**config.mk**
```make
export PLATFORM = sky130hd
export DESIGN_NAME = sfr_bank1_status_regs
export DESIGN_NICKNAME = d
export VERILOG_FILES = /design/src/hw/sfr_pkg.sv /design/src/hw/sfr_bank1_status_regs.sv
export SDC_FILE = /design/constraint.sdc
export NUM_CORES = 1
export LEC_CHECK = 0
export BUFFER_PORTS_ARGS = -buffer_cell sky130_fd_sc_hd__buf_2
export CORE_ASPECT_RATIO = 1.5
export CORE_MARGIN = 5
export CORE_UTILIZATION = 40
export CTS_BUF_LIST = sky130_fd_sc_hd__clkbuf_8
export CTS_CLUSTER_SIZE = 25
export DETAILED_ROUTE_END_ITERATION = 8
export HOLD_SLACK_MARGIN = 0.1
export PLACE_DENSITY = 0.74
export SYNTH_ARGS = -nofsm -noshare
export SYNTH_HDL_FRONTEND = slang
export SYNTH_SLANG_ARGS = --single-unit
export TNS_END_PERCENT = 10
```
**constraint.sdc**
```tcl
create_clock -name clk -period 3 [get_ports clk]
set_input_delay 0.15 -clock clk [delete_from_list [all_inputs] [get_ports clk]]
set_output_delay 0.15 -clock clk [all_outputs]
set_load 0.02 [all_outputs]
```
**src/hw/sfr_pkg.sv**
```systemverilog
// Constants for the upper-bank register map and status register
// Contract
// Common registers decode identically in both banks
// Upper PC loaded only through holding latch
// Software keeps reserved bank bits cleared
// Every reset makes all port pins inputs
// Power-up resets differ from pin/watchdog resets
// Status resets 0001_1xxx or 000q_quuu
// Unimplemented locations and bits read zero
// Flag-setting op blocks write to flags
// Timeout and power-down flags ignore writes
// Clear op: top three zero, zero flag set
// Software alters status with flag-neutral ops
// Subtract carries act as inverted borrows
// Software keeps converter bits zero if absent
// Status byte holds flags, cause, bank bits
// Reserved bits ignore writes, read zero
package sfr_pkg;
  localparam int DW = 8;
  localparam int AW = 8;
  // Register byte addresses
  localparam logic [7:0] A_IND    = 8'h80;
  localparam logic [7:0] A_OPTION = 8'h81;
  localparam logic [7:0] A_PC_LOW      = 8'h82;
  localparam logic [7:0] A_STATUS      = 8'h83;
  localparam logic [7:0] A_POINTER     = 8'h84;
  localparam logic [7:0] A_DIR_A       = 8'h85;
  localparam logic [7:0] A_DIR_B       = 8'h86;
  localparam logic [7:0] A_DIR_C       = 8'h87;
  localparam logic [7:0] A_PC_LATCH    = 8'h8a;
  localparam logic [7:0] A_INT_CTRL    = 8'h8b;
  localparam logic [7:0] A_PERIPH_EN   = 8'h8c;
  localparam logic [7:0] A_RESET_FLAGS = 8'h8e;
  localparam logic [7:0] A_T2_PERIOD   = 8'h92;
  localparam logic [7:0] A_SER_ADDR    = 8'h93;
  localparam logic [7:0] A_SER_STAT    = 8'h94;
  localparam logic [7:0] A_ANALOG_CFG  = 8'h9f;
  localparam logic [7:0] BANK1_BIT     = 8'h80;
  // Status and reset-flag bit positions
  localparam int ST_IND_BANK  = 7;
  localparam int ST_BANK_HI   = 6;
  localparam int ST_BANK_LO   = 5;
  localparam int ST_WDT_N     = 4;
  localparam int ST_SLEEP_N   = 3;
  localparam int ST_Z         = 2;
  localparam int ST_HALF      = 1;
  localparam int ST_C         = 0;
  localparam int RF_POWER_ON  = 1;
  localparam int RF_BROWN_OUT = 0;
  // Reset values and implemented-bit masks
  localparam logic [7:0] RST_ZERO   = 8'h00;
  localparam logic [7:0] RST_ONES   = 8'hff;
  localparam logic [7:0] RST_STATUS = 8'h18;
  localparam logic [7:0] M_DIR_A       = 8'h3f;
  localparam logic [7:0] M_PC_LATCH    = 8'h1f;
  localparam logic [7:0] M_PERIPH_EN   = 8'h4f;
  localparam logic [7:0] M_ANALOG_CFG  = 8'h07;
  localparam logic [7:0] M_SSP_WR      = 8'hc0;
  localparam logic [7:0] M_INT_HW      = 8'h07;
  localparam logic [7:0] M_RESET_FLAGS = 8'h03;
  localparam logic [7:0] M_FLAGS    = 8'h07;
  localparam logic [7:0] M_STAT_WR  = 8'he7;
  localparam logic [7:0] M_CAUSE    = 8'h18;
  localparam int PCH_W = 5;
endpackage

```
**src/hw/sfr_bank1_status_regs.sv**
```systemverilog
// Upper-bank special function registers with status and reset-cause logic
`timescale 1ns/100ps
module sfr_bank1_status_regs
  import sfr_pkg::*;
(
  // Clock and reset
  input  wire logic              clk,
  input  wire logic              nrst,
  // Reset cause, valid while nrst is low
  input  wire logic              por_reset,
  input  wire logic              bor_reset,
  input  wire logic              wdt_reset,
  input  wire logic              in_sleep,
  // Sleep and watchdog-clear events from the core
  input  wire logic              sleep_exec,
  input  wire logic              wdt_clear,
  // Register port
  input  wire logic [AW-1:0]     addr,
  input  wire logic [DW-1:0]     wdata,
  input  wire logic              wr,
  input  wire logic              rd,
  output logic      [DW-1:0]     rdata,
  // Instruction qualifiers and flag operands
  input  wire logic              flag_op,
  input  wire logic              sub_op,
  input  wire logic              register_clear_op,
  input  wire logic [DW-1:0]     alu_a,
  input  wire logic [DW-1:0]     alu_b,
  // Indirect access to data memory
  output logic      [AW:0]       ind_addr,
  output logic      [DW-1:0]     ind_wdata,
  output logic                   ind_wr,
  output logic                   ind_rd,
  input  wire logic [DW-1:0]     ind_rdata,
  // Hardware-set event and serial status bits
  input  wire logic [2:0]        int_flag_set,
  input  wire logic [5:0]        ssp_hw_status,
  // Register contents toward the core and peripherals
  output logic      [DW-1:0]     timer_option_config,
  output logic      [DW-1:0]     pc_low_byte,
  output logic      [PCH_W-1:0]  pc_upper,
  output logic      [DW-1:0]     cpu_status_flags,
  output logic      [DW-1:0]     indirect_pointer,
  output logic      [DW-1:0]     porta_direction,
  output logic      [DW-1:0]     portb_direction,
  output logic      [DW-1:0]     portc_direction,
  output logic      [DW-1:0]     pc_high_latch,
  output logic      [DW-1:0]     interrupt_control,
  output logic      [DW-1:0]     peripheral_int_enable,
  output logic      [DW-1:0]     power_reset_flags,
  output logic      [DW-1:0]     timer2_period,
  output logic      [DW-1:0]     serial_slave_address,
  output logic      [DW-1:0]     serial_port_status,
  output logic      [DW-1:0]     analog_pin_config
);

  // Address decode
  logic           common;
  logic [AW-1:0]  ea;
  logic           power_up;
  logic           clr_status;

  // Flag arithmetic
  logic [DW-1:0]  b_op;
  logic           cin;
  logic [DW:0]    sum9;
  logic [4:0]     sum5;
  logic           z_new;
  logic           dc_new;
  logic           c_new;

  // Status register fields
  logic [2:0]     bank_bits;
  logic [1:0]     cause_bits;
  logic [2:0]     arith_flags;

  // Read path and hardware sets
  logic [DW-1:0]  next_rdata;
  logic [DW-1:0]  hw_int_set;

  // Per-register write enables
  logic           we_option;
  logic           we_pc_low;
  logic           we_status;
  logic           we_pointer;
  logic           we_dir_a;
  logic           we_dir_b;
  logic           we_dir_c;
  logic           we_pc_latch;
  logic           we_int_ctrl;
  logic           we_periph_en;
  logic           we_reset_flags;
  logic           we_t2_period;
  logic           we_ser_addr;
  logic           we_ser_stat;
  logic           we_analog_cfg;

  // Registers shared by both banks map onto their upper-bank address
  always_comb begin
    case (addr[6:0])
      A_IND[6:0]:      common = 1'b1;
      A_PC_LOW[6:0]:   common = 1'b1;
      A_STATUS[6:0]:   common = 1'b1;
      A_POINTER[6:0]:  common = 1'b1;
      A_PC_LATCH[6:0]: common = 1'b1;
      A_INT_CTRL[6:0]: common = 1'b1;
      default:         common = 1'b0;
    endcase
  end
  // Other bank-0 addresses stay unmapped here
  assign ea       = common ? (addr | BANK1_BIT) : addr;
  assign power_up = por_reset | bor_reset;

  // Write enables from the effective address
  assign we_option      = wr & (ea == A_OPTION);
  assign we_pc_low      = wr & (ea == A_PC_LOW);
  assign we_status      = wr & (ea == A_STATUS);
  assign we_pointer     = wr & (ea == A_POINTER);
  assign we_dir_a       = wr & (ea == A_DIR_A);
  assign we_dir_b       = wr & (ea == A_DIR_B);
  assign we_dir_c       = wr & (ea == A_DIR_C);
  assign we_pc_latch    = wr & (ea == A_PC_LATCH);
  assign we_int_ctrl    = wr & (ea == A_INT_CTRL);
  assign we_periph_en   = wr & (ea == A_PERIPH_EN);
  assign we_reset_flags = wr & (ea == A_RESET_FLAGS);
  assign we_t2_period   = wr & (ea == A_T2_PERIOD);
  assign we_ser_addr    = wr & (ea == A_SER_ADDR);
  assign we_ser_stat    = wr & (ea == A_SER_STAT);
  assign we_analog_cfg  = wr & (ea == A_ANALOG_CFG);
  assign clr_status     = we_status & register_clear_op;

  // Flag arithmetic; subtract adds the complement plus one
  assign b_op   = sub_op ? ~alu_b : alu_b;
  assign cin    = sub_op;
  assign sum9   = {1'b0, alu_a} + {1'b0, b_op} + {8'h00, cin};
  assign sum5   = {1'b0, alu_a[3:0]} + {1'b0, b_op[3:0]} + {4'h0, cin};
  // Zero flag looks at the full result byte
  assign z_new  = (sum9[DW-1:0] == RST_ZERO);
  assign dc_new = sum5[4];
  assign c_new  = sum9[DW];

  // Indirect port forwards to data memory through the pointer
  assign ind_addr  = {bank_bits[ST_IND_BANK-ST_BANK_LO], indirect_pointer};
  assign ind_wdata = wdata;
  assign ind_wr    = wr & (ea == A_IND);
  assign ind_rd    = rd & (ea == A_IND);

  // Hardware event sets, limited to the flag bits of interrupt control
  assign hw_int_set = {5'h00, int_flag_set} & M_INT_HW;

  // Bank select bits: cleared by every reset and by a clear op
  always_ff @(posedge clk) begin
    if (!nrst) begin
      bank_bits <= '0;
    end else if (clr_status) begin
      bank_bits <= '0;
    end else if (we_status) begin
      bank_bits <= wdata[ST_IND_BANK:ST_BANK_LO];
    end
  end

  // Cause bits ignore writes; only resets, sleep and watchdog clear move them
  always_ff @(posedge clk) begin
    if (!nrst) begin
      if (power_up) begin
        cause_bits <= RST_STATUS[ST_WDT_N:ST_SLEEP_N];
      end else if (wdt_reset) begin
        cause_bits <= {1'b0, ~in_sleep};
      end
    end else if (sleep_exec) begin
      cause_bits <= 2'h2;
    end else if (wdt_clear) begin
      cause_bits <= 2'h3;
    end
  end

  // Arithmetic flags: a flag op beats a write, a clear op sets zero only
  always_ff @(posedge clk) begin
    if (!nrst) begin
      if (power_up) begin
        arith_flags <= RST_STATUS[ST_Z:ST_C];
      end
    end else if (clr_status) begin
      arith_flags[ST_Z] <= 1'b1;
    end else if (flag_op) begin
      arith_flags <= {z_new, dc_new, c_new};
    end else if (we_status) begin
      arith_flags <= wdata[ST_Z:ST_C];
    end
  end

  // Status byte as seen by the core and the read path
  assign cpu_status_flags = {bank_bits, cause_bits, arith_flags};

  // Port A direction; pins become inputs on every reset
  always_ff @(posedge clk) begin
    if (!nrst) begin
      porta_direction <= M_DIR_A;
    end else if (we_dir_a) begin
      porta_direction <= wdata & M_DIR_A;
    end
  end

  // Port B direction
  always_ff @(posedge clk) begin
    if (!nrst) begin
      portb_direction <= RST_ONES;
    end else if (we_dir_b) begin
      portb_direction <= wdata;
    end
  end

  // Port C direction
  always_ff @(posedge clk) begin
    if (!nrst) begin
      portc_direction <= RST_ONES;
    end else if (we_dir_c) begin
      portc_direction <= wdata;
    end
  end

  // Holding latch for the upper program counter bits
  always_ff @(posedge clk) begin
    if (!nrst) begin
      pc_high_latch <= RST_ZERO;
    end else if (we_pc_latch) begin
      pc_high_latch <= wdata & M_PC_LATCH;
    end
  end

  // Low byte write pulls the upper bits from the latch
  always_ff @(posedge clk) begin
    if (!nrst) begin
      pc_low_byte <= RST_ZERO;
      pc_upper    <= '0;
    end else if (we_pc_low) begin
      pc_low_byte <= wdata;
      pc_upper    <= pc_high_latch[PCH_W-1:0];
    end
  end

  // Pointer keeps its value on non power-up resets
  always_ff @(posedge clk) begin
    if (!nrst) begin
      if (power_up) begin
        indirect_pointer <= RST_ZERO;
      end
    end else if (we_pointer) begin
      indirect_pointer <= wdata;
    end
  end

  // Interrupt control; hardware event sets win over software clears
  always_ff @(posedge clk) begin
    if (!nrst) begin
      interrupt_control[7:1] <= 7'h00;
      if (power_up) begin
        interrupt_control[0] <= 1'b0;
      end
    end else if (we_int_ctrl) begin
      interrupt_control <= wdata | hw_int_set;
    end else begin
      interrupt_control <= interrupt_control | hw_int_set;
    end
  end

  // Reset-cause flags: power-on reset clears both, brown-out reset only the brown-out flag
  always_ff @(posedge clk) begin
    if (!nrst) begin
      if (por_reset) begin
        power_reset_flags <= RST_ZERO;
      end else if (bor_reset) begin
        power_reset_flags[RF_BROWN_OUT] <= 1'b0;
        power_reset_flags[7:2]          <= 6'h00;
      end
    end else if (we_reset_flags) begin
      power_reset_flags <= wdata & M_RESET_FLAGS;
    end
  end

  // Timer option bits
  always_ff @(posedge clk) begin
    if (!nrst) begin
      timer_option_config <= RST_ONES;
    end else if (we_option) begin
      timer_option_config <= wdata;
    end
  end

  // Peripheral interrupt enables
  always_ff @(posedge clk) begin
    if (!nrst) begin
      peripheral_int_enable <= RST_ZERO;
    end else if (we_periph_en) begin
      peripheral_int_enable <= wdata & M_PERIPH_EN;
    end
  end

  // Timer 2 period
  always_ff @(posedge clk) begin
    if (!nrst) begin
      timer2_period <= RST_ONES;
    end else if (we_t2_period) begin
      timer2_period <= wdata;
    end
  end

  // Serial slave address
  always_ff @(posedge clk) begin
    if (!nrst) begin
      serial_slave_address <= RST_ZERO;
    end else if (we_ser_addr) begin
      serial_slave_address <= wdata;
    end
  end

  // Analog pin configuration
  always_ff @(posedge clk) begin
    if (!nrst) begin
      analog_pin_config <= RST_ZERO;
    end else if (we_analog_cfg) begin
      analog_pin_config <= wdata & M_ANALOG_CFG;
    end
  end

  // Serial status: two writable bits, the rest follow the serial block
  always_ff @(posedge clk) begin
    if (!nrst) begin
      serial_port_status <= RST_ZERO;
    end else begin
      serial_port_status[5:0] <= ssp_hw_status;
      if (we_ser_stat) begin
        serial_port_status[7:6] <= wdata[7:6];
      end
    end
  end

  // Read multiplexer; anything unlisted reads zero
  always_comb begin
    case (ea)
      A_IND:         next_rdata = ind_rdata;
      A_OPTION:      next_rdata = timer_option_config;
      A_PC_LOW:      next_rdata = pc_low_byte;
      A_STATUS:      next_rdata = cpu_status_flags;
      A_POINTER:     next_rdata = indirect_pointer;
      A_DIR_A:       next_rdata = porta_direction;
      A_DIR_B:       next_rdata = portb_direction;
      A_DIR_C:       next_rdata = portc_direction;
      A_PC_LATCH:    next_rdata = pc_high_latch;
      A_INT_CTRL:    next_rdata = interrupt_control;
      A_PERIPH_EN:   next_rdata = peripheral_int_enable;
      A_RESET_FLAGS: next_rdata = power_reset_flags;
      A_T2_PERIOD:   next_rdata = timer2_period;
      A_SER_ADDR:    next_rdata = serial_slave_address;
      A_SER_STAT:    next_rdata = serial_port_status;
      A_ANALOG_CFG:  next_rdata = analog_pin_config;
      default:       next_rdata = RST_ZERO;
    endcase
  end

  // Read data stands in the cycle after the strobe only
  always_ff @(posedge clk) begin
    if (!nrst) begin
      rdata <= RST_ZERO;
    end else if (rd) begin
      rdata <= next_rdata;
    end else begin
      rdata <= RST_ZERO;
    end
  end

endmodule

```
==> results.py, run 1 <==
metrics = {
    "run_status": {
        "status": "finished clean",
    },
    "logic_synthesis": {
        "synthArstFlopShare_pct": 0,
        "ys_seq_elements": 114,
        "syn-cell-area_mm2": 0.00605,
        "synth_cell_types": 68,
        "synth_edf_count": 16,
        "avgSynthCellArea_um2": 8.93,
        "yosysSeqAreaShare_pct": 40.4,
        "synthSimpleGateAreaFrac_pct": 22.2,
        "synth_adder_area_share_pct": 1.78,
        "yosysWarningCount": 0,
        "synthFlopType": "dfxtp_1",
        "synthMuxAreaShare_pct": 10.4,
        "synth_cells": 678,
        "synth_top_family_by_area": "simple AND/OR/NAND/NOR gates",
        "synth_compound_area_share_pct": 14.8,
        "synth_xor_area_share_pct": 1.45,
    },
    "cells_and_area": {
        "fin_util_pct": 50.6,
        "drive_gt1_share_pct": 29.7,
        "fin_cells": 1079,
        "fillers": 1465,
        "final_nets": 935,
        "mostFrequentLayoutCell": "buf_2",
        "final_cell_mix": "buf_2, dfxtp_1, nand2_1",
        "area_delta_synth_final_pct": 25.4,
    },
    "die": {
        "die_y_um": 161,
        "ioPinCount": 214,
        "die_w_um": 110,
        "die_area_mm2": 0.0177,
        "start_util_pct": 40.3,
        "rows": 55,
        "core-area_mm2": 0.0150,
    },
    "cts": {
        "htree_levels": 4,
        "cts_buffers": 17,
        "postCtsSetupRepairBufs": 0,
        "clockBufferDepth": 2,
        "post_cts_resized": 0,
        "clock_sinks": 114,
        "tritoncts": "done",
        "clk_pin_slew_worst_paths_ns": 0.07,
        "cts-hold-fix-buffers": 22,
        "worstSkewPairLatency_ns": 0.44,
        "cts_root_buf": "clkbuf_8",
    },
    "setup_path": {
        "critPathLaunchType": "primary input",
        "reg2reg_slack_ns": 1.32,
        "timing.critical_path.mode_cell": "dlygate4sd3_1",
        "crit_family": "buffers and inverters",
        "reg2reg_depth": 5,
        "worstReg2RegStart": "cause_bits[0]$_DFFE_PP_",
        "path_max_fanout": 5,
        "crit_type": "in -> reg",
        "cp_slowest_stage_delay_ns": 0.59,
        "arrival_ns": 2.28,
        "cp-end-kind": "flop",
        "cp.required_ns": 3.19,
        "path_buf_inv": 4,
        "slowest_stage": "dlygate4sd3_1",
        "r2r-end": "rdata[3]$_SDFF_PN0_",
        "path_cells": "dlygate4sd3_1 -> buf_2 -> nor3_1 -> inv_1 -> o32a_1 -> dlygate4sd3_1",
    },
    "timing": {
        "hold_violations": 0,
        "grt_setup_unrepaired": "no",
        "slew_headroom_pct": 53.2,
        "worst_pin_slew_ns": 0.700,
        "finalCritPeriodShare_pct": 69.5,
        "fmax_ghz": 0.479,
        "finalSetupViolations": 0,
        "fin_crit_ns": 2.09,
        "worst_clock_skew_ns": 0.0135,
        "worst_slack_ns": 0.914,
        "final.setup.tns_ns": 0,
        "drv_slew": 0,
    },
    "placed_design": {
        "placement.io_buffers": 194,
        "dp_slack_ns": 0.542,
        "gp_congestion": 0.972,
        "dpl.hpwl_mm": 16.3,
        "dp_cells": 1023,
    },
    "flow_run": {
        "max_cap_violations": 0,
    },
    "drt": {
        "drt_iter0_markers": 396,
        "viasPerCell": 5.51,
        "wl_per_cell_um": 20.2,
        "routed_wl_mm": 21.8,
        "drtAntennaViolNets": 0,
        "drt-pass1-iter-count": 5,
        "vias": 5947,
        "drc": 0,
    },
    "worst_hold_path": {
        "min_to": "interrupt_control[7]$_SDFFE_PN0N_",
        "hp-start": "wdata[7]",
        "hold_path_class": "in -> reg",
        "worstHoldPathCells": 3,
    },
    "global_routing": {
        "overflow": 0,
        "grt_pass1_vias": 5798,
        "track_usage_pct": 23.8,
        "grt_antenna_before_repair": 2,
        "grt_max_degree": 31,
        "grt_pass1_wl_mm": 33.0,
    },
    "power_and_ir_drop": {
        "power_density_mw_per_mm2": 471,
        "leakagePower_nw": 3.48,
        "ir_drop_uv": 267,
    },
}
==> power breakdown <==
group          leakage (nW)  switching (mW)  internal [mW]  total [mW]
clock network         0.201           0.641          0.798        1.44
registers             0.944          0.0278           1.58        1.61
logic                  2.33           0.340          0.185       0.525
total                  3.48            1.01           2.56        3.57
==> final cells by class <==
type	count	area [µm²]	share of cell area, %
multi-input cells	484	3130	41.3
flip-flops and latches	114	2440	32.2
repair buffers	233	1320	17.4
well taps	199	249	3.28
clock buffers	17	234	3.08
clock inverters	15	151	1.99
inverters	15	56.3	0.742
diodes	2	5.00	0.0659
==> per-stage QoR <==
stage	power [mW]	instance area (µm²)	hold slack [ns]
after CTS	3.59	7590	0.103
after global placement	2.13	6980	0.355
after global routing	3.70	7590	0.116
after floorplan	1.99	6120	0.277
after detailed placement	2.14	6980	0.359
final	3.57	7590	0.136
==> how the worst max path moves through the flow <==
stage / cells past startpoint / to / slack (ns) / from
finish: 6 / cause_bits[0]$_DFFE_PP_ / 0.91 / por_reset
global route: 6 / cause_bits[1]$_SDFFCE_PP1P_ / 0.81 / por_reset
CTS: 6 / cause_bits[1]$_SDFFCE_PP1P_ / 0.93 / por_reset
detailed placement: 9 / arith_flags[2]$_SDFFCE_PN0P_ / 0.54 / sub_op
global placement: 9 / arith_flags[2]$_SDFFCE_PN0P_ / 0.61 / sub_op
floorplan: 9 / arith_flags[2]$_SDFFCE_PN0P_ / 0.77 / sub_op
==> state kept, by name, indices dropped and copies added, names as in the netlist <==
name	flops
analog_pin_config	3
arith_flags	3
bank_bits	3
cause_bits	2
indirect_pointer	8
interrupt_control	8
pc_high_latch	5
pc_low_byte	8
pc_upper	5
peripheral_int_enable	5
porta_direction	6
portb_direction	8
portc_direction	8
power_reset_flags	2
rdata	8
serial_port_status	8
serial_slave_address	8
timer2_period	8
timer_option_config	8
==> layer usage <==
metal	global-route usage (%)	up-vias	wire, µm
met5	0	-	0
met2	41.1	335	10800
met4	15.5	0	1440
met3	5.05	89	1560
li1	-	2767	-
met1	26.4	2756	8010
==> synth_stat cells, drive strengths merged, types with 14 or more instances <==
library cell / count / share of area, %
nor2: 58 / 3.6
nand2: 72 / 4.6
o21ai: 21 / 1.7
and2: 16 / 1.7
inv: 14 / 0.87
edfxtp: 16 / 7.9
dfxtp: 98 / 32
mux2i: 54 / 8.9
clkbuf: 28 / 1.7
buf: 55 / 6.3
nand3: 54 / 4.5
a21oi: 28 / 2.3
==> worst reg2reg max path, cell delays in order, from the launching register on <==
cell and delay, ns:
edfxtp_1 0.39, mux2i_1 0.36, o22ai_1 0.14, a22o_1 0.22, a211oi_1 0.28, a41oi_1 0.16
==> cell families after synthesis <==
| logic type | count (synthesis) |
|---|---|
| simple gates | 259 |
| compound gates | 126 |
| flops | 114 |
| buf+inv | 98 |
| mux | 62 |
| xor+xnor | 10 |
| fa+ha+maj | 8 |
| other cells | 1 |
Note: power is estimated with default switching activity, not from simulation.
==> run 2, diff against run 1 <==
--- a/config.mk
+++ b/config.mk
@@ -13,7 +13,7 @@
 export CTS_CLUSTER_SIZE = 25
 export DETAILED_ROUTE_END_ITERATION = 8
 export HOLD_SLACK_MARGIN = 0.1
-export PLACE_DENSITY = 0.74
+export PLACE_DENSITY = 0.77
 export SYNTH_ARGS = -nofsm -noshare
 export SYNTH_HDL_FRONTEND = slang
 export SYNTH_SLANG_ARGS = --single-unit
==> constraint.sdc (replaced) <==
create_clock -name clk -period 1.8 [get_ports clk]
set_input_delay 0.09 -clock clk [delete_from_list [all_inputs] [get_ports clk]]
set_output_delay 0.09 -clock clk [all_outputs]
set_load 0.02 [all_outputs]
==> results.py, run 2 (same netlist as run 1, synthesis figures left out) <==
metrics = {
    "cells_and_area": {
        "final_cell_mix": "buf_2, buf_4, dfxtp_1",
        "area_delta_synth_final_pct": 39.7,
        "fin_cells": 1175,
        "mostFrequentLayoutCell": "buf_2",
        "fillers": 1400,
        "final_nets": 1032,
        "drive_gt1_share_pct": 37.0,
    },
    "global_routing": {
        "grt_pass1_wl_mm": 35.2,
        "grt_antenna_before_repair": 0,
        "grt_max_degree": 36,
        "grt_pass1_vias": 6405,
        "track_usage_pct": 25.0,
        "overflow": 0,
    },
    "cts": {
        "cts_root_buf": "clkbuf_8",
        "clock_sinks": 114,
        "cts_buffers": 17,
        "clk_pin_slew_worst_paths_ns": 0.08,
        "htree_levels": 4,
        "worstSkewPairLatency_ns": 0.44,
        "tritoncts": "done",
        "clockBufferDepth": 2,
    },
    "placed_design": {
        "dpl.hpwl_mm": 17.4,
        "placement.io_buffers": 194,
        "gp_congestion": 0.989,
        "dp_cells": 1111,
    },
    "setup_path": {
        "path_buf_inv": 4,
        "path_cells": "dlygate4sd3_1 -> buf_2 -> nor3_2 -> dlygate4sd3_1 -> inv_1 -> o32a_1",
        "cp-end-kind": "flop",
        "cp_slowest_stage_delay_ns": 0.61,
        "critPathLaunchType": "primary input",
        "slowest_stage": "dlygate4sd3_1",
        "crit_type": "in -> reg",
        "crit_family": "buffers and inverters",
        "path_max_fanout": 3,
        "cp.required_ns": 2.00,
        "arrival_ns": 1.88,
        "timing.critical_path.mode_cell": "dlygate4sd3_1",
    },
    "die": {
        "die_area_mm2": 0.0177,
        "rows": 55,
        "ioPinCount": 214,
        "core-area_mm2": 0.0150,
        "die_w_um": 110,
        "start_util_pct": 40.3,
        "die_y_um": 161,
    },
    "drt": {
        "top_layer": "met4",
        "drt_iter0_markers": 435,
        "drtAntennaViolNets": 0,
        "dr_wl_met3_mm": 1.65,
        "wl_met2_mm": 11.6,
        "viasPerCell": 5.46,
        "vias": 6412,
        "routed_wl_mm": 23.0,
        "wl_met1_mm": 8.24,
        "drc": 0,
        "wl_per_cell_um": 19.6,
        "drt-pass1-iter-count": 5,
    },
    "power_and_ir_drop": {
        "leakagePower_nw": 3.99,
        "ir_drop_uv": 423,
        "power_density_mw_per_mm2": 761,
    },
    "timing": {
        "hold_violations": 0,
        "fin_crit_ns": 1.68,
        "fmax_ghz": 0.596,
        "worst_clock_skew_ns": 0.0137,
        "grt_setup_unrepaired": "no",
        "drv_slew": 0,
        "holdWs_ns": 0.156,
        "finalCritPeriodShare_pct": 93.2,
        "finalSetupViolations": 0,
    },
    "flow_run": {
        "max_cap_violations": 0,
    },
    "run_status": {
        "status": "finished clean",
    },
    "worst_hold_path": {
        "hold_path_class": "in -> reg",
    },
}
[run 2: changes by cell type in the layout (fill, tap and decap cells not counted), sizes merged]
cell,previous run,this run
buf,211,299
dlygate4sd3,22,31
bufinv,3,4
clkinvlp,2,1
diode,2,1
[run 2: timing repair]
item                       CTS  global route
setup endpoints to repair    0             4
hold endpoints to repair    51             0
hold buffers                31             0
resized for setup            0             3
buffers inserted             0             0
[run 2: worst paths after layout]
kind / start / endpoint / slack, ns / depth (start not counted)
worst min register to register: peripheral_int_enable[2]$_SDFFE_PN0P_ / peripheral_int_enable[2]$_SDFFE_PN0P_ / 0.48 / 2
worst max-delay path: por_reset / cause_bits[0]$_DFFE_PP_ / 0.12 / 6
worst min-delay path: nrst / arith_flags[0]$_SDFFCE_PN0P_ / 0.16 / 3
worst max register to register: indirect_pointer[3]$_SDFFCE_PN0P_ / rdata[3]$_SDFF_PN0_ / 0.19 / 6
[run 2: area by class of cell]
cell class | count | area [µm²] | area share [%]
inverter | 15 | 56.3 | 0.666
sequential | 114 | 2440 | 28.9
antenna | 1 | 2.50 | 0.0296
tap | 199 | 249 | 2.95
timing repair buffer | 330 | 2090 | 24.8
clock inverter | 15 | 205 | 2.43
multi-input combinational | 484 | 3170 | 37.5
clock buffer | 17 | 234 | 2.77
[run 2: routing by layer]
layer  vias up  track usage, %
li1       2949               -
met1      3031            26.7
met2       345            44.1
met3        87            5.69
met4         0            16.3
met5         -               0
[run 2: worst register-to-register path, cell delays in order, from the launching register on]
cell      delay (ns)
edfxtp_1        0.39
nor2b_1         0.14
a31oi_1         0.25
o22ai_1         0.18
a211oi_1        0.24
buf_4           0.16
a41oi_1         0.12
[run 2: through the flow]
step | utilization (%) | instance area, µm² | worst slack [ns] | power (mW) | setup TNS (ns)
global placement | 51.3 | 7690 | -0.215 | 3.70 | -0.344
detailed placement | 51.3 | 7690 | -0.327 | 3.72 | -0.727
global route | 56.3 | 8450 | 0.0376 | 6.63 | 0
floorplan | - | 6160 | -0.163 | 3.33 | -0.163
CTS | 56.2 | 8440 | 0.0533 | 6.41 | 0
finish | 56.4 | 8450 | 0.122 | 6.44 | 0
[run 2: power breakdown]
group | internal (mW) | total [mW] | leakage, nW | switching, mW
Sequential | 2.63 | 2.68 | 0.944 | 0.0437
Combinational | 0.441 | 1.07 | 2.82 | 0.627
Clock | 1.52 | 2.69 | 0.221 | 1.17
